`src/hdl/flir_pkg.sv`:
```
// Package with levels, line indices and modes of the four-level interrupt request block.
package flir_pkg;

  // ****************************************
  // Request line indices
  // ****************************************
  localparam int unsigned LINE_L4 = 0;
  localparam int unsigned LINE_L5 = 1;
  localparam int unsigned LINE_L6 = 2;
  localparam int unsigned LINE_L7 = 3;
  localparam int unsigned NUM_LINES = 4;

  // ****************************************
  // Level codes
  // ****************************************
  localparam logic [1:0] LVL_4 = 2'h0;
  localparam logic [1:0] LVL_5 = 2'h1;
  localparam logic [1:0] LVL_6 = 2'h2;
  localparam logic [1:0] LVL_7 = 2'h3;

  // ****************************************
  // Methods and states
  // ****************************************
  localparam logic MODE_POS_DEP   = 1'h0;
  localparam logic MODE_POS_INDEP = 1'h1;

  typedef enum logic [2:0] {
    ST_IDLE    = 3'h1,
    ST_REQUEST = 3'h2,
    ST_SERVICE = 3'h4
  } flir_state_e;

  localparam logic [3:0] LINES_NONE = 4'h0;

endpackage

```
`src/hdl/flir_level_map.sv`:
```
// Level to asserted-lines and monitored-lines decoder.
`timescale 1ns/1ns
module flir_level_map (
  // Configuration
  input  wire logic [1:0] level,
  input  wire logic       mode,
  // Decoded masks
  output logic [3:0]      assert_mask,
  output logic [3:0]      monitor_mask
);

  always_comb begin
    assert_mask  = flir_pkg::LINES_NONE;
    monitor_mask = flir_pkg::LINES_NONE;
    if (mode == flir_pkg::MODE_POS_DEP) begin
      assert_mask[level] = 1'b1;
    end else begin
      assert_mask[flir_pkg::LINE_L4] = 1'b1;
      case (level)
        flir_pkg::LVL_4: begin
          monitor_mask[flir_pkg::LINE_L5] = 1'b1;
          monitor_mask[flir_pkg::LINE_L6] = 1'b1;
        end
        flir_pkg::LVL_5: begin
          assert_mask[flir_pkg::LINE_L5]  = 1'b1;
          monitor_mask[flir_pkg::LINE_L6] = 1'b1;
        end
        flir_pkg::LVL_6: begin
          assert_mask[flir_pkg::LINE_L6]  = 1'b1;
          monitor_mask[flir_pkg::LINE_L7] = 1'b1;
        end
        flir_pkg::LVL_7: begin
          assert_mask[flir_pkg::LINE_L6] = 1'b1;
          assert_mask[flir_pkg::LINE_L7] = 1'b1;
        end
        default: begin
          assert_mask = flir_pkg::LINES_NONE;
        end
      endcase
    end
  end

endmodule // flir_level_map

```
`src/hdl/flir_request.sv`:
```
// Interrupt request and grant chain logic of one bus I/O module.
`timescale 1ns/1ns
module flir_request (
  // Clock and reset
  input  wire logic       mclk,
  input  wire logic       rst,
  // Configuration
  input  wire logic [1:0] level,
  input  wire logic       mode,
  // Device side
  input  wire logic       irq_event,
  input  wire logic       service_done,
  output logic            granted,
  // Bus request lines, index 0 is level 4
  input  wire logic [3:0] level_request_line_in,
  output logic [3:0]      level_request_line_out,
  // Grant chain
  input  wire logic       grant_chain_in,
  output logic            grant_chain_out
);

  // ****************************************
  // Decoding
  // ****************************************
  logic [3:0] assert_mask;
  logic [3:0] monitor_mask;

  flir_level_map u_map (
    .level        (level),
    .mode         (mode),
    .assert_mask  (assert_mask),
    .monitor_mask (monitor_mask)
  );

  // The decoder and the line ports are built for exactly four request lines.
  if ($bits(level_request_line_out) != flir_pkg::NUM_LINES) begin : g_line_count
    $error("Request line ports do not match the line count.");
  end

  // ****************************************
  // Request state machine
  // ****************************************
  flir_pkg::flir_state_e state_q, state_d;
  logic [3:0]            lines_q, lines_d;
  logic                  pass_q,  pass_d;
  logic                  grant_q, grant_d;
  logic                  higher;

  always_comb begin
    higher  = |(level_request_line_in & monitor_mask);
    state_d = state_q;
    lines_d = flir_pkg::LINES_NONE;
    pass_d  = 1'b0;
    grant_d = 1'b0;
    case (state_q)
      flir_pkg::ST_IDLE: begin
        pass_d = grant_chain_in;
        if (irq_event) begin
          state_d = flir_pkg::ST_REQUEST;
        end
      end
      flir_pkg::ST_REQUEST: begin
        lines_d = assert_mask;
        if (grant_chain_in) begin
          if (mode == flir_pkg::MODE_POS_INDEP && higher) begin
            pass_d = 1'b1;
          end else begin
            state_d = flir_pkg::ST_SERVICE;
            lines_d = flir_pkg::LINES_NONE;
            grant_d = 1'b1;
          end
        end
      end
      flir_pkg::ST_SERVICE: begin
        if (service_done) begin
          state_d = flir_pkg::ST_IDLE;
        end
      end
      default: begin
        state_d = flir_pkg::ST_IDLE;
      end
    endcase
  end

  always_ff @(posedge mclk or posedge rst) begin
    if (rst) begin
      state_q <= flir_pkg::ST_IDLE;
      lines_q <= flir_pkg::LINES_NONE;
      pass_q  <= 1'b0;
      grant_q <= 1'b0;
    end else begin
      state_q <= state_d;
      lines_q <= lines_d;
      pass_q  <= pass_d;
      grant_q <= grant_d;
    end
  end

  assign level_request_line_out = lines_q;
  assign grant_chain_out        = pass_q;
  assign granted                = grant_q;

  // ****************************************
  // Checks
  // ****************************************
  // Single line bits, built from the line indices and not from the decoder.
  localparam logic [3:0] BIT_L4 = 4'h1 << flir_pkg::LINE_L4;
  localparam logic [3:0] BIT_L5 = 4'h1 << flir_pkg::LINE_L5;
  localparam logic [3:0] BIT_L6 = 4'h1 << flir_pkg::LINE_L6;
  localparam logic [3:0] BIT_L7 = 4'h1 << flir_pkg::LINE_L7;

  pass_idle_a: assert property (@(posedge mclk) disable iff (rst)
    state_q == flir_pkg::ST_IDLE && grant_chain_in |=> grant_chain_out)
    else $error("Idle module did not pass grant.");

  keep_dep_a: assert property (@(posedge mclk) disable iff (rst)
    state_q == flir_pkg::ST_REQUEST && mode == flir_pkg::MODE_POS_DEP && grant_chain_in
    |=> !grant_chain_out && granted)
    else $error("Position-dependent module passed grant while requesting.");

  pass_higher_a: assert property (@(posedge mclk) disable iff (rst)
    state_q == flir_pkg::ST_REQUEST && mode == flir_pkg::MODE_POS_INDEP && grant_chain_in
    && higher |=> grant_chain_out && !granted)
    else $error("Grant not forwarded despite higher request.");

  keep_lower_a: assert property (@(posedge mclk) disable iff (rst)
    state_q == flir_pkg::ST_REQUEST && grant_chain_in && !higher
    |=> !grant_chain_out && state_q == flir_pkg::ST_SERVICE)
    else $error("Grant not kept without higher request.");

  line4_a: assert property (@(posedge mclk) disable iff (rst)
    state_q == flir_pkg::ST_REQUEST && mode == flir_pkg::MODE_POS_INDEP
    |=> (state_q != flir_pkg::ST_REQUEST) || level_request_line_out[flir_pkg::LINE_L4])
    else $error("Level 4 line not asserted.");

  own_line_a: assert property (@(posedge mclk) disable iff (rst)
    mode == flir_pkg::MODE_POS_DEP && level_request_line_out != flir_pkg::LINES_NONE
    |-> $onehot(level_request_line_out) && level_request_line_out[$past(level)])
    else $error("Position-dependent set wrong line.");

  set_l7_a: assert property (@(posedge mclk) disable iff (rst)
    mode == flir_pkg::MODE_POS_INDEP && level == flir_pkg::LVL_7
    && $stable(level) && $stable(mode) && level_request_line_out != flir_pkg::LINES_NONE
    |-> level_request_line_out == (BIT_L4 | BIT_L6 | BIT_L7))
    else $error("Level 7 line set wrong.");

  hold_lines_a: assert property (@(posedge mclk) disable iff (rst)
    state_q == flir_pkg::ST_REQUEST && !grant_chain_in && $stable(level) && $stable(mode)
    ##1 state_q == flir_pkg::ST_REQUEST |-> level_request_line_out == assert_mask)
    else $error("Request lines dropped before grant kept.");

  release_a: assert property (@(posedge mclk) disable iff (rst)
    state_q == flir_pkg::ST_SERVICE |-> level_request_line_out == flir_pkg::LINES_NONE)
    else $error("Request lines held during service.");

  set_l4_a: assert property (@(posedge mclk) disable iff (rst)
    mode == flir_pkg::MODE_POS_INDEP && level == flir_pkg::LVL_4
    && $stable(level) && $stable(mode) && level_request_line_out != flir_pkg::LINES_NONE
    |-> level_request_line_out == BIT_L4)
    else $error("Level 4 line set wrong.");

  set_l5_a: assert property (@(posedge mclk) disable iff (rst)
    mode == flir_pkg::MODE_POS_INDEP && level == flir_pkg::LVL_5
    && $stable(level) && $stable(mode) && level_request_line_out != flir_pkg::LINES_NONE
    |-> level_request_line_out == (BIT_L4 | BIT_L5))
    else $error("Level 5 line set wrong.");

  set_l6_a: assert property (@(posedge mclk) disable iff (rst)
    mode == flir_pkg::MODE_POS_INDEP && level == flir_pkg::LVL_6
    && $stable(level) && $stable(mode) && level_request_line_out != flir_pkg::LINES_NONE
    |-> level_request_line_out == (BIT_L4 | BIT_L6))
    else $error("Level 6 line set wrong.");

  l4_sees_l5_a: assert property (@(posedge mclk) disable iff (rst)
    state_q == flir_pkg::ST_REQUEST && mode == flir_pkg::MODE_POS_INDEP
    && level == flir_pkg::LVL_4 && grant_chain_in && level_request_line_in[flir_pkg::LINE_L5]
    |=> grant_chain_out && !granted)
    else $error("Level 4 module kept grant over level 5 request.");

  l4_sees_l6_a: assert property (@(posedge mclk) disable iff (rst)
    state_q == flir_pkg::ST_REQUEST && mode == flir_pkg::MODE_POS_INDEP
    && level == flir_pkg::LVL_4 && grant_chain_in && level_request_line_in[flir_pkg::LINE_L6]
    |=> grant_chain_out && !granted)
    else $error("Level 4 module kept grant over level 6 request.");

  l6_sees_l7_a: assert property (@(posedge mclk) disable iff (rst)
    state_q == flir_pkg::ST_REQUEST && mode == flir_pkg::MODE_POS_INDEP
    && level == flir_pkg::LVL_6 && grant_chain_in && level_request_line_in[flir_pkg::LINE_L7]
    |=> grant_chain_out && !granted)
    else $error("Level 6 module kept grant over level 7 request.");

  l7_keeps_a: assert property (@(posedge mclk) disable iff (rst)
    state_q == flir_pkg::ST_REQUEST && mode == flir_pkg::MODE_POS_INDEP
    && level == flir_pkg::LVL_7 && grant_chain_in
    |=> granted && !grant_chain_out)
    else $error("Level 7 module passed grant.");

  idle_lines_a: assert property (@(posedge mclk) disable iff (rst)
    state_q == flir_pkg::ST_IDLE |-> level_request_line_out == flir_pkg::LINES_NONE)
    else $error("Request lines up while idle.");

  grant_cause_a: assert property (@(posedge mclk) disable iff (rst)
    grant_chain_out |-> $past(grant_chain_in))
    else $error("Grant passed without incoming grant.");

  grant_kept_c:  cover property (@(posedge mclk) disable iff (rst) granted);
  grant_fwd_c:   cover property (@(posedge mclk) disable iff (rst)
    state_q == flir_pkg::ST_REQUEST ##1 grant_chain_out);
  idle_pass_c:   cover property (@(posedge mclk) disable iff (rst)
    state_q == flir_pkg::ST_IDLE && grant_chain_in);
  dep_keep_c:    cover property (@(posedge mclk) disable iff (rst)
    mode == flir_pkg::MODE_POS_DEP && granted);
  service_end_c: cover property (@(posedge mclk) disable iff (rst)
    state_q == flir_pkg::ST_SERVICE && service_done);

endmodule // flir_request

```
`config.mk`:
```
export PLATFORM = sky130hd
export DESIGN_NAME = flir_request
export DESIGN_NICKNAME = d
export VERILOG_FILES = /design/src/hdl/flir_pkg.sv /design/src/hdl/flir_level_map.sv /design/src/hdl/flir_request.sv
export SDC_FILE = /design/constraint.sdc
export NUM_CORES = 1
export LEC_CHECK = 0
export BUFFER_PORTS_ARGS = -buffer_cell sky130_fd_sc_hd__clkbuf_2
export CORE_AREA = 4 4 41 43
export CTS_CLUSTER_DIAMETER = 50
export DETAILED_ROUTE_END_ITERATION = 12
export DIE_AREA = 0 0 45 47
export GPL_TIMING_DRIVEN = 0
export PLACE_DENSITY = 0.54
export SLEW_MARGIN = 20
export SYNTH_ARGS = -nofsm -noshare
export SYNTH_HDL_FRONTEND = slang
export SYNTH_SLANG_ARGS = --single-unit
```
`constraint.sdc`:
```
create_clock -name mclk -period 2.4 [get_ports mclk]
set_clock_uncertainty 0.15 [all_clocks]
set_input_delay 0.12 -clock mclk [delete_from_list [all_inputs] [get_ports mclk]]
set_output_delay 0.12 -clock mclk [all_outputs]
set_load 0.01 [all_outputs]
```
### Yosys cells after proc, flatten, opt, wreduce, memory -nomap -nowiden

Cells that the tools add are included.
Widths: inputs -> output; s select.

| operators by class | value |
|---|---|
| magnitude comparators | 2 |
| equality and inequality tests | 10 |
| reduce and logical (&&, ||, !) cells | 7 |
| multiplexer cells | 24 |
| bitwise gates (word level) | 1 |

Operators by type and width:

| operator | number |
|---|---|
| $mux 4 | 4 |
| $mux 3 | 5 |
| $mux 1 | 12 |
| $pmux 3 s3 | 1 |
| $ne 2x2->1 const B | 4 |
| $and 4x4->4 | 1 |
| $eq 2x2->1 const B | 2 |
| $reduce_and 4->1 | 1 |
| $reduce_or 2->1 | 2 |
| $reduce_or 4->1 | 1 |
| $eq 3x1->1 const B | 1 |
| $eq 3x2->1 const B | 1 |
| $eq 3x3->1 const B | 1 |
| $lt 2x3->1 const B | 1 |
| $demux 1 s2 | 1 |
| $eq 2x1->1 const B | 1 |
| $ge 2x1->1 const B | 1 |
| $logic_and 1x1->1 | 2 |
| $logic_not 2->1 | 1 |
| $pmux 1 s2 | 1 |

| storage, ports and cells | value |
|---|---|
| output and inout port bits | 6 |
| register bits after elaboration | 9 |

### Depth between registers and ports, before layout

Gate-level depths: netlist of the first run.

| logic depth | value |
|---|---|
| depth in word-level cells | 10 |
| mapped depth | 3 |
| gate-level depth less buffers | 3 |

### Hierarchy

From an unflattened synthesis of the first run, not the netlist that was laid out.

| unflattened totals | value |
|---|---|
| cell total of the unflattened synthesis | 44 |
| area total of the unflattened synthesis | 464.2 um2 |

By module, submodules not included:

| module | instances | cells an instance | seq. area each (um2) | area each (um2) |
|---|---|---|---|---|
| flir_request | 1 | 34 | 226.5 | 397.9 |
| flir_level_map | 1 | 10 | 0.0 | 66.3 |

### Least setup slack after synthesis of the first run

No wires, ideal clock.

| path | value |
|---|---|
| kind | register to register |
| start point | reg state_q[2] |
| end point | reg lines_q[1] (netlist: level_request_line_out[1]) |
| arrival time | 1200 ps |
| clock period less this slack | 1437 ps |
| cell stages (with the launch flop) | 4 |
| library setup time | 87 ps |
| buffers on the path | 0 |
| setup slack | 963 ps |
| required time | 2163 ps |
| cell sequence | dfrtp_1 -> or3b_4 -> or2_4 -> a211oi_2 |

| between the ends | value |
|---|---|
| word-level cells in the longest chain between the ends | 2 |

RTL lines:

| item | line | RTL |
|---|---|---|
| start: declaration | flir_request.sv:43 | `flir_pkg::flir_state_e state_q, state_d;` |
| start signal: assignment | flir_request.sv:87 | `state_q <= flir_pkg::ST_IDLE;` |
| start signal: assignment | flir_request.sv:92 | `state_q <= state_d;` |
| $eq 3x2->1 | flir_request.sv:55 | `case (state_q)` |
| $mux 4 | flir_request.sv:55 |  |
| net lines_d[1] | flir_request.sv:44 | `logic [3:0] lines_q, lines_d;` |
| end signal: assignment | flir_request.sv:88 | `lines_q <= flir_pkg::LINES_NONE;` |
| end signal: assignment | flir_request.sv:93 | `lines_q <= lines_d;` |
| end: declaration | flir_request.sv:44 |  |

The timed path passes the listed nets, and every way through them passes these cells.
A chain may end at the register's enable or synchronous reset.

### Worst setup path in the final report of the first run

Same ends and word-level chain as after synthesis.

==> summary.json, run 1 <==
{
  "rows": 13,
  "yosys_warnings": 0,
  "clkTransAtPathRegs_ns": 0.06,
  "detailedPlace.worstSlack_ns": 0.889,
  "drt_pass1_iterations": 4,
  "dpl.cell_count": 71,
  "tightestPinTransition_ns": 0.473,
  "p_clk_share_pct": 25.3,
  "setup_slack_ns": 0.345,
  "clock_tree.htree_level_count": 1,
  "overflow": 0,
  "timing.final.max_slew_violations": 0,
  "floorplan.core_area_um2": 1300,
  "largest_net_degree_at_the_start_of_global_routing": 10,
  "design.portCount": 18,
  "power.leakage_nw": 0.299,
  "fmax_mhz": 487,
  "insertion_delay_of_the_later_clocked_pin_in_the_worst_skew_pair_ns": 0.25,
  "timing.critical_path.to_type": "register",
  "dr_total_vias": 386,
  "post-route-min-period_ns": 2.06,
  "hold_class": "in -> reg",
  "first_global_vias": 340,
  "critPathArrivalTime_ns": 2.09,
  "synth_sequential_area_ratio_pct": 52.9,
  "area_growth_syn_to_layout_pct": 43.3,
  "rsz0062_at_grt": "no",
  "place.gp.congestion": 0.768,
  "antenna_found_initial": 0,
  "grt_util_all_layers_pct": 9.94,
  "ys_types": 23,
  "worst_setup_path_start_kind": "register",
  "worst-path-max-fanout": 6,
  "synth.cell_area_um2": 428,
  "clock_tree.root_cell": "sky130_fd_sc_hd__clkbuf_4",
  "internal_power_w": 0.000310,
  "layout_commonest_cell": "sky130_fd_sc_hd__clkbuf_2",
  "diodes": 0,
  "p_switching_w": 0.000126,
  "synth.avg_cell_area_um2": 10.7,
  "setup_viol": 0,
  "cts_buffers": 3,
  "slew_headroom_pct": 68.5,
  "cts_max_path_buffers": 2,
  "detailed_route_iter0_violations": 7,
  "routed_wirelength_um": 792,
  "max-vdd-ir-drop_v": 0.000224,
  "p_seq_share_pct": 48.6,
  "combinationalPowerShare_pct": 26.1,
  "final_cell_mix": "sky130_fd_sc_hd__clkbuf_2, sky130_fd_sc_hd__dfrtp_1, sky130_fd_sc_hd__dlygate4sd3_1",
  "power_per_cell_area_nw_per_um2": 711,
  "synthesis.nets": 52,
  "route.detailed.drc": 0,
  "final_layout_size_suffix_gt1_share_pct": 39.4,
  "die_w_um": 45,
  "tritoncts": "yes",
  "avgViaCountPerCell": 4.77,
  "layout_worst_path_cycle_share_pct": 85.6,
  "netlist_instances": 40,
  "post-route-util_pct": 47.1,
  "hold_violations_final": 0,
  "start_util_pct": 32.9,
  "die-height_um": 47,
  "ys_seq_elements": 9,
  "drtAntennaViolNets": 0,
  "outcome": "finished clean",
  "max_cap_violations": 0,
  "power.switching_fraction_pct": 28.9,
  "clock_sinks": 9,
  "fin_tns_setup_ns": 0,
  "critical_path_class": "reg -> reg",
  "finalNonFillerCells": 81,
  "final_net_count": 79,
  "place_hpwl_um": 630,
  "fp.dieArea_um2": 2120,
  "buffers_on_ports": 16,
  "critical_path_required_ns": 2.44,
  "grt_first_pass_wirelength_um": 1390,
  "drt-wirelength-per-cell_um": 9.78
}
## Yosys cell counts
cell | n | area (µm²)
sky130_fd_sc_hd__nor3_1 | 2 | 10.0
sky130_fd_sc_hd__nand3b_1 | 1 | 7.51
sky130_fd_sc_hd__a221oi_1 | 1 | 8.76
sky130_fd_sc_hd__or3b_4 | 1 | 11.3
sky130_fd_sc_hd__dfstp_2 | 1 | 26.3
sky130_fd_sc_hd__a21oi_1 | 1 | 5.00
sky130_fd_sc_hd__or4_2 | 1 | 8.76
sky130_fd_sc_hd__or2_4 | 1 | 8.76
sky130_fd_sc_hd__a21boi_0 | 1 | 7.51
sky130_fd_sc_hd__a211oi_2 | 1 | 12.5
sky130_fd_sc_hd__nor2_1 | 3 | 11.3
sky130_fd_sc_hd__mux2_2 | 1 | 11.3
sky130_fd_sc_hd__nand2_1 | 1 | 3.75
sky130_fd_sc_hd__nor3b_2 | 1 | 12.5
sky130_fd_sc_hd__o31ai_1 | 1 | 7.51
sky130_fd_sc_hd__o21ai_1 | 1 | 5.00
sky130_fd_sc_hd__o22ai_1 | 1 | 6.26
sky130_fd_sc_hd__nand4_1 | 2 | 12.5
sky130_fd_sc_hd__a221o_1 | 1 | 10.0
sky130_fd_sc_hd__dfrtp_1 | 8 | 200
sky130_fd_sc_hd__inv_1 | 5 | 18.8
sky130_fd_sc_hd__nor2b_1 | 2 | 12.5
sky130_fd_sc_hd__o21ai_0 | 2 | 10.0
## per-stage QoR
stage / area (µm²) / hold slack [ns] / total power [W]
floorplan: 428 / -0.203 / 0.000282
global placement: 527 / -0.0834 / 0.000324
detailed placement: 527 / -0.0883 / 0.000322
CTS: 613 / 0.0237 / 0.000444
global route: 613 / 0.0664 / 0.000470
finish: 613 / 0.0351 / 0.000436
## critical path, cell delays in order, from the launching register on
cell                            delay, ns
sky130_fd_sc_hd__dfrtp_1             0.39
sky130_fd_sc_hd__or3b_4              0.43
sky130_fd_sc_hd__or2_4               0.26
sky130_fd_sc_hd__a211oi_2            0.19
sky130_fd_sc_hd__dlygate4sd3_1       0.57
## area by class of cell
cell class / count / area [µm²]
clock buffer: 4 / 26.3
timing repair buffer: 22 / 140
sequential: 9 / 226
fill: 145 / 688
tap: 15 / 18.8
multi-input combinational: 26 / 183
inverter: 5 / 18.8
## timing repair
item	in CTS	in global routing
setup buffers	0	0
gates resized for setup	0	0
hold buffers	6	0
endpoints found under the hold margin	13	0
## path summary, 6_finish.rpt
check / startpoint / endpoint / slack (ns) / cells past startpoint
hold / removal: level[0] / level_request_line_out[0] / 0.04 / 4
setup / recovery: state_q[2] / level_request_line_out[1] / 0.34 / 4
setup reg to reg: state_q[2] / level_request_line_out[1] / 0.34 / 4
min in group asynchronous: rst / granted / 0.19 / 3
max in group asynchronous: rst / state_q[0] / 1.63 / 3
hold reg to reg: state_q[2] / state_q[1] / 0.33 / 1
## logic make-up (layout without fill, tap and decap cells)
family | Yosys count | in the layout | synth area share [%]
buffers and inverters | 5 | 31 | 4.39
AO/OA/AOI/OAI | 10 | 10 | 17.0
flip-flops | 9 | 9 | 52.9
multiplexers | 1 | 1 | 2.63
AND/OR/NAND/NOR | 15 | 15 | 23.1
## power groups by stage
stage	clock, W	sequential [W]	combinational [W]
6_report	0.000110	0.000212	0.000114
5_1_grt	0.000123	0.000218	0.000129
4_1_cts	0.000117	0.000212	0.000115
3_5_place_dp	0	0.000214	0.000107
3_3_place_gp	0	0.000215	0.000108
2_1_floorplan	0	0.000216	0.0000668
## metal layers
metal / wire [µm] / vias up / GRT usage, % / share of wire (%)
met4: 36 / 0 / 14.0 / 4.5
met2: 312 / 19 / 12.7 / 39
met1: 357 / 165 / 11.8 / 45
met3: 84 / 4 / 1.92 / 11
li1: - / 198 / - / -
met5: 0 / - / 0 / 0
## registers in the layout, summed over array words and instances (netlist names)
signal / count
grant_chain_out: 1
state_q: 3
granted: 1
level_request_line_out: 4
Power figures use the tool's default switching activity.
==> run 2, diff against run 1 <==
--- a/config.mk
+++ b/config.mk
@@ -11,8 +11,10 @@
 export DETAILED_ROUTE_END_ITERATION = 12
 export DIE_AREA = 0 0 45 47
 export GPL_TIMING_DRIVEN = 0
-export PLACE_DENSITY = 0.54
+export MAX_ROUTING_LAYER = met4
+export PLACE_DENSITY = 0.57
 export SLEW_MARGIN = 20
 export SYNTH_ARGS = -nofsm -noshare
 export SYNTH_HDL_FRONTEND = slang
+export SYNTH_HIERARCHICAL = 1
 export SYNTH_SLANG_ARGS = --single-unit
==> run 2 against run 1 <==
Against the previous run:
- die area did not move
- power grew 5.1%
- largest cell class unchanged
- sequential share of layout area up 0.23 points
- register-to-register slack improved by 0.72 ns
- cell area down 0.61%
- area after synthesis up 8.5%
==> summary.json, run 2 <==
{
  "yosysTopAreaCellShare_pct": 43.1,
  "grt_util_all_layers_pct": 9.29,
  "post_cts_hold_buffer_count": 2,
  "area_growth_syn_to_layout_pct": 31.3,
  "fp.dieArea_um2": 2120,
  "floorplan.core_area_um2": 1300,
  "timing.final.max_slew_violations": 0,
  "p_clk_share_pct": 24.4,
  "ys_types": 27,
  "max-vdd-ir-drop_v": 0.000256,
  "worst_setup_path_start_kind": "register",
  "worst-path-max-fanout": 8,
  "power.leakage_nw": 0.312,
  "setup_viol": 0,
  "synth_sequential_area_ratio_pct": 48.8,
  "start_util_pct": 35.7,
  "post-synth-top-count-cell": "sky130_fd_sc_hd__dfrtp_1",
  "grt_first_pass_wirelength_um": 1350,
  "yosys_warnings": 6,
  "rsz0062_at_grt": "no",
  "largest_net_degree_at_the_start_of_global_routing": 10,
  "outcome": "finished clean",
  "cts_max_path_buffers": 2,
  "yosys.area_share.xor_xnor_pct": 0,
  "synth.avg_cell_area_um2": 10.5,
  "synthMuxAreaShare_pct": 0,
  "die_w_um": 45,
  "netlist_instances": 44,
  "place_hpwl_um": 649,
  "power_per_cell_area_nw_per_um2": 752,
  "insertion_delay_of_the_later_clocked_pin_in_the_worst_skew_pair_ns": 0.25,
  "post_synth_and_or_nand_nor_area_fraction_pct": 22.9,
  "p_seq_share_pct": 47.5,
  "worst_reg2reg_path_depth": 3,
  "die-height_um": 47,
  "clock_tree.htree_level_count": 1,
  "first_global_vias": 337,
  "synth.cell_area_um2": 464,
  "detailed_route_iter0_violations": 6,
  "avgViaCountPerCell": 4.64,
  "resized_cells_post_cts": 0,
  "ys_seq_elements": 9,
  "critical_path_required_ns": 2.44,
  "layout_commonest_cell": "sky130_fd_sc_hd__clkbuf_2",
  "final_net_count": 79,
  "hold_violations_final": 0,
  "rows": 13,
  "synthesis.nets": 56,
  "setup_slack_ns": 1.07,
  "internal_power_w": 0.000322,
  "dpl-instance-area_um2": 563,
  "synth-edff-count": 0,
  "compound_cell_area_share_of_the_yosys_netlist_pct": 23.5,
  "p_switching_w": 0.000136,
  "design.portCount": 18,
  "cts_buffers": 3,
  "design_area_um2": 609,
  "drt_pass1_iterations": 3,
  "fin_tns_setup_ns": 0,
  "post_cts_buffers": 0,
  "synth-main-ff-cell": "sky130_fd_sc_hd__dfrtp_1",
  "synth_top_family_by_area": "compound AO/OA/AOI/OAI gates",
  "final_layout_size_suffix_gt1_share_pct": 43.9,
  "final_cell_mix": "sky130_fd_sc_hd__clkbuf_2, sky130_fd_sc_hd__dfrtp_1, sky130_fd_sc_hd__a21oi_1",
  "tritoncts": "yes",
  "timing.rr.start": "state_q[2]",
  "clkTransAtPathRegs_ns": 0.06,
  "detailedPlace.worstSlack_ns": 1.05,
  "worst_hold_startpoint": "level[1]",
  "antenna_found_initial": 0,
  "drtAntennaViolNets": 0,
  "route.detailed.drc": 0,
  "yosys.area_share.adder_pct": 0,
  "synth_top_cells_by_count": "sky130_fd_sc_hd__dfrtp_1, sky130_fd_sc_hd__a21oi_1, sky130_fd_sc_hd__nand2_1",
  "max_cap_violations": 0,
  "fmax_mhz": 749,
  "first_element_of_the_critical_path": "state_q[2]",
  "drt-wirelength-per-cell_um": 10.0,
  "place.gp.congestion": 0.623,
  "routed_wirelength_um": 811,
  "timing.critical_path.to_type": "register",
  "power.switching_fraction_pct": 29.7,
  "hold_class": "in -> reg",
  "clock_sinks": 9,
  "combinationalPowerShare_pct": 28.0,
  "critPathArrivalTime_ns": 1.37,
  "synth_async_sr_flop_share_pct": 100,
  "synth_area_leader_cell": "sky130_fd_sc_hd__dfrtp_1",
  "post-route-min-period_ns": 1.33,
  "dr_total_vias": 376,
  "buffers_on_ports": 16,
  "hold_depth": 4,
  "critical_path_class": "reg -> reg",
  "clock_tree.root_cell": "sky130_fd_sc_hd__clkbuf_4",
  "diodes": 0,
  "overflow": 0,
  "synthTopCellsByArea": "sky130_fd_sc_hd__dfrtp_1, sky130_fd_sc_hd__dfstp_2, sky130_fd_sc_hd__a21oi_1",
  "tot_pwr_w": 0.000458,
  "largest_register_ff_count": 4,
  "layout_worst_path_cycle_share_pct": 55.6
}
[run 2: cell types whose count changed in the layout (fill, tap and decap cells not counted), moves of 2 or more]
cell | before | now
sky130_fd_sc_hd__inv_1 | 5 | 2
sky130_fd_sc_hd__a22o_1 | 0 | 2
sky130_fd_sc_hd__dlygate4sd3_1 | 6 | 2
sky130_fd_sc_hd__nand4_1 | 2 | 0
sky130_fd_sc_hd__a21oi_1 | 1 | 5
sky130_fd_sc_hd__nand2_1 | 1 | 4
[run 2: final timing paths]
check / to / slack, ns
hold / removal: level_request_line_out[1] / 0.02
setup reg to reg: grant_chain_out / 1.07
hold reg to reg: state_q[1] / 0.42
setup / recovery: grant_chain_out / 1.07
max in group asynchronous: state_q[0] / 1.60
min in group asynchronous: level_request_line_out[3] / 0.20
[run 2: through the flow]
step	cells	util (%)	hold WS [ns]
final	81	46.8	0.0247
after CTS	81	46.8	0.0214
after global placement	75	43.3	-0.0730
after detailed placement	75	43.3	-0.0746
after global routing	81	46.8	0.0549
after floorplan	44	-	-0.203
[run 2: cells by family after synthesis]
group,after synthesis
DFF,9
and+or+nand+nor,15
buffers and inverters,4
AOI/OAI and AO/OA,15
other,1
[run 2: critical path, cell delays in order, from the launching register on]
cell	delay (ns)
sky130_fd_sc_hd__dfrtp_1	0.43
sky130_fd_sc_hd__nor3b_4	0.34
sky130_fd_sc_hd__o211a_1	0.23
sky130_fd_sc_hd__o21a_1	0.12
[run 2: cell type report]
class / count / area (µm²)
plain buffers: 2 / 11.3
clock buffers: 4 / 26.3
fillers: 142 / 692
inverters: 2 / 7.51
multi-input cells: 31 / 219
flip-flops and latches: 9 / 226
well taps: 15 / 18.8
repair buffers: 18 / 100
[run 2: power groups by stage]
| stage | Sequential [W] | Clock (W) | Combinational [W] |
|---|---|---|---|
| after CTS | 0.000217 | 0.000115 | 0.000130 |
| after floorplan | 0.000223 | 0 | 0.0000836 |
| final | 0.000218 | 0.000112 | 0.000128 |
| after global placement | 0.000220 | 0 | 0.000126 |
| after global routing | 0.000220 | 0.000126 | 0.000143 |
| after detailed placement | 0.000220 | 0 | 0.000128 |
[run 2: layer usage]
layer  GRT usage [%]  vias to the layer above  routed length (µm)
met5               -                        -                   0
met4            8.77                        0                  20
met3            1.15                        2                  59
met2            11.0                       14                 333
met1            13.0                      160                 397
li1                -                      200                   -
==> run 3, diff against run 2 <==
==> constraint.sdc (replaced) <==
create_clock -name mclk -period 1.3 [get_ports mclk]
set_clock_uncertainty 0.15 [all_clocks]
set_input_delay 0.065 -clock mclk [delete_from_list [all_inputs] [get_ports mclk]]
set_output_delay 0.065 -clock mclk [all_outputs]
set_load 0.01 [all_outputs]
==> run 3 against run 2 <==
Against the previous run:
- die area unchanged
- count of clock-buffer cells in the layout unchanged
- global-route usage is 0.58 points higher
- via count grew 5.9%
- utilization is 5.1 points higher
- combinational power is 130% higher
- setup slack worse by 1.0 ns
- critical path depth did not move
- sequential power increased by 83%
- cell count rose by 6.2%
- power is 97% higher
- hold slack got worse by 0.017 ns
- critical path type unchanged
- largest cell class unchanged
==> summary.json, run 3 (synthesized netlist as in run 2, its figures left out) <==
{
  "fmax_mhz": 795,
  "route.detailed.drc": 0,
  "rows": 13,
  "layout_commonest_cell": "sky130_fd_sc_hd__clkbuf_2",
  "power.switching_fraction_pct": 29.3,
  "power.leakage_nw": 0.336,
  "dpl-instance-area_um2": 563,
  "worst_reg2reg_path_depth": 3,
  "worst_setup_path_start_kind": "register",
  "p_seq_share_pct": 44.4,
  "area_growth_syn_to_layout_pct": 45.6,
  "critical_path_class": "reg -> reg",
  "drt-wirelength-per-cell_um": 10.0,
  "largest_register_ff_count": 4,
  "clkTransAtPathRegs_ns": 0.06,
  "grt_util_all_layers_pct": 9.87,
  "detailed_route_iter0_violations": 1,
  "hold_violations_final": 0,
  "drt_pass1_iterations": 2,
  "overflow": 0,
  "critPathArrivalTime_ns": 1.25,
  "clock_tree.htree_level_count": 1,
  "worst-path-max-fanout": 6,
  "drtAntennaViolNets": 0,
  "timing.critical_path.to_type": "register",
  "die-height_um": 47,
  "p_clk_share_pct": 23.0,
  "max-vdd-ir-drop_v": 0.000451,
  "hold_depth": 4,
  "design.portCount": 18,
  "buffers_on_ports": 16,
  "timing.final.max_slew_violations": 0,
  "insertion_delay_of_the_later_clocked_pin_in_the_worst_skew_pair_ns": 0.25,
  "design_area_um2": 676,
  "setup_viol": 0,
  "layout_worst_path_cycle_share_pct": 96.7,
  "start_util_pct": 35.7,
  "place.gp.congestion": 0.623,
  "max_cap_violations": 0,
  "rsz0062_at_grt": "yes",
  "p_switching_w": 0.000264,
  "critical_path_required_ns": 1.29,
  "hold_class": "in -> reg",
  "largest_net_degree_at_the_start_of_global_routing": 10,
  "cts_max_path_buffers": 2,
  "final_cell_mix": "sky130_fd_sc_hd__clkbuf_2, sky130_fd_sc_hd__dfrtp_1, sky130_fd_sc_hd__dlygate4sd3_1",
  "combinationalPowerShare_pct": 32.6,
  "first_global_vias": 371,
  "tritoncts": "yes",
  "place_hpwl_um": 649,
  "internal_power_w": 0.000638,
  "fp.dieArea_um2": 2120,
  "post-route-util_pct": 51.9,
  "floorplan.core_area_um2": 1300,
  "outcome": "finished clean",
  "routed_wirelength_um": 861,
  "clock_tree.root_cell": "sky130_fd_sc_hd__clkbuf_4",
  "final_net_count": 84,
  "clock_sinks": 9,
  "cts_buffers": 3,
  "number_of_filler_instances_in_the_final_layout": 134,
  "diodes": 0,
  "post-route-min-period_ns": 1.26,
  "dr_total_vias": 398,
  "antenna_found_initial": 0,
  "die_w_um": 45,
  "power_per_cell_area_nw_per_um2": 1340,
  "avgViaCountPerCell": 4.63,
  "final_layout_size_suffix_gt1_share_pct": 47.9,
  "tot_pwr_w": 0.000902,
  "grt_first_pass_wirelength_um": 1440
}
-- run 3: final timing paths --
check                           start                         to  slack [ns]
max in group asynchronous         rst                 state_q[0]        0.56
min                          level[0]  level_request_line_out[0]       0.007
max reg2reg                state_q[0]                 state_q[2]        0.04
min reg2reg                state_q[2]                 state_q[1]        0.46
min in group asynchronous         rst  level_request_line_out[0]        0.15
max                        state_q[0]                 state_q[2]        0.04
-- run 3: power groups by stage --
| stage | sequential, W | clock, W | combinational (W) |
|---|---|---|---|
| floorplan | 0.000412 | 0 | 0.000154 |
| finish | 0.000400 | 0.000208 | 0.000294 |
| detailed placement | 0.000406 | 0 | 0.000236 |
| global route | 0.000405 | 0.000232 | 0.000325 |
| global placement | 0.000407 | 0 | 0.000232 |
| CTS | 0.000401 | 0.000213 | 0.000284 |
-- run 3: layout make-up --
type                            instances  area [µm²]  share of cell area [%]
Timing Repair Buffer                   23         158                    23.3
Inverter                                2        7.51                    1.11
Tap cell                               15        18.8                    2.78
Buffer                                  2        11.3                    1.67
Sequential cell                         9         228                    33.7
Clock buffer                            4        26.3                    3.89
Multi-Input combinational cell         31         226                    33.5
-- run 3: worst max-delay path: stages, from the launching register on --
cell	delay, ns
sky130_fd_sc_hd__dfstp_2	0.58
sky130_fd_sc_hd__nor3b_4	0.07
sky130_fd_sc_hd__buf_12	0.13
sky130_fd_sc_hd__a31o_2	0.21
-- run 3: through the flow --
stage | setup TNS, ns | cells | hold WS [ns] | worst slack [ns]
floorplan | 0 | 44 | -0.258 | 0.107
global placement | -0.0314 | 75 | -0.128 | -0.0200
detailed placement | -0.0255 | 75 | -0.130 | -0.0182
CTS | 0 | 85 | 0.00195 | 0.0225
global route | -0.0131 | 86 | 0.0272 | -0.0122
finish | 0 | 86 | 0.00718 | 0.0428
-- run 3: what timing repair did --
action | CTS | global route
hold buffers | 5 | 0
pin swaps | 1 | 1
hold endpoints to repair | 14 | 0
setup buffers | 1 | 1
setup endpoints to repair | 2 | 7
resized for setup | 0 | 3
-- run 3: layer usage --
metal	vias to the layer above	track usage, %	share of wire (%)
met4	0	8.77	2.3
li1	212	-	-
met1	170	13.7	49
met5	-	-	0
met2	14	12.1	41
met3	2	1.15	6.9
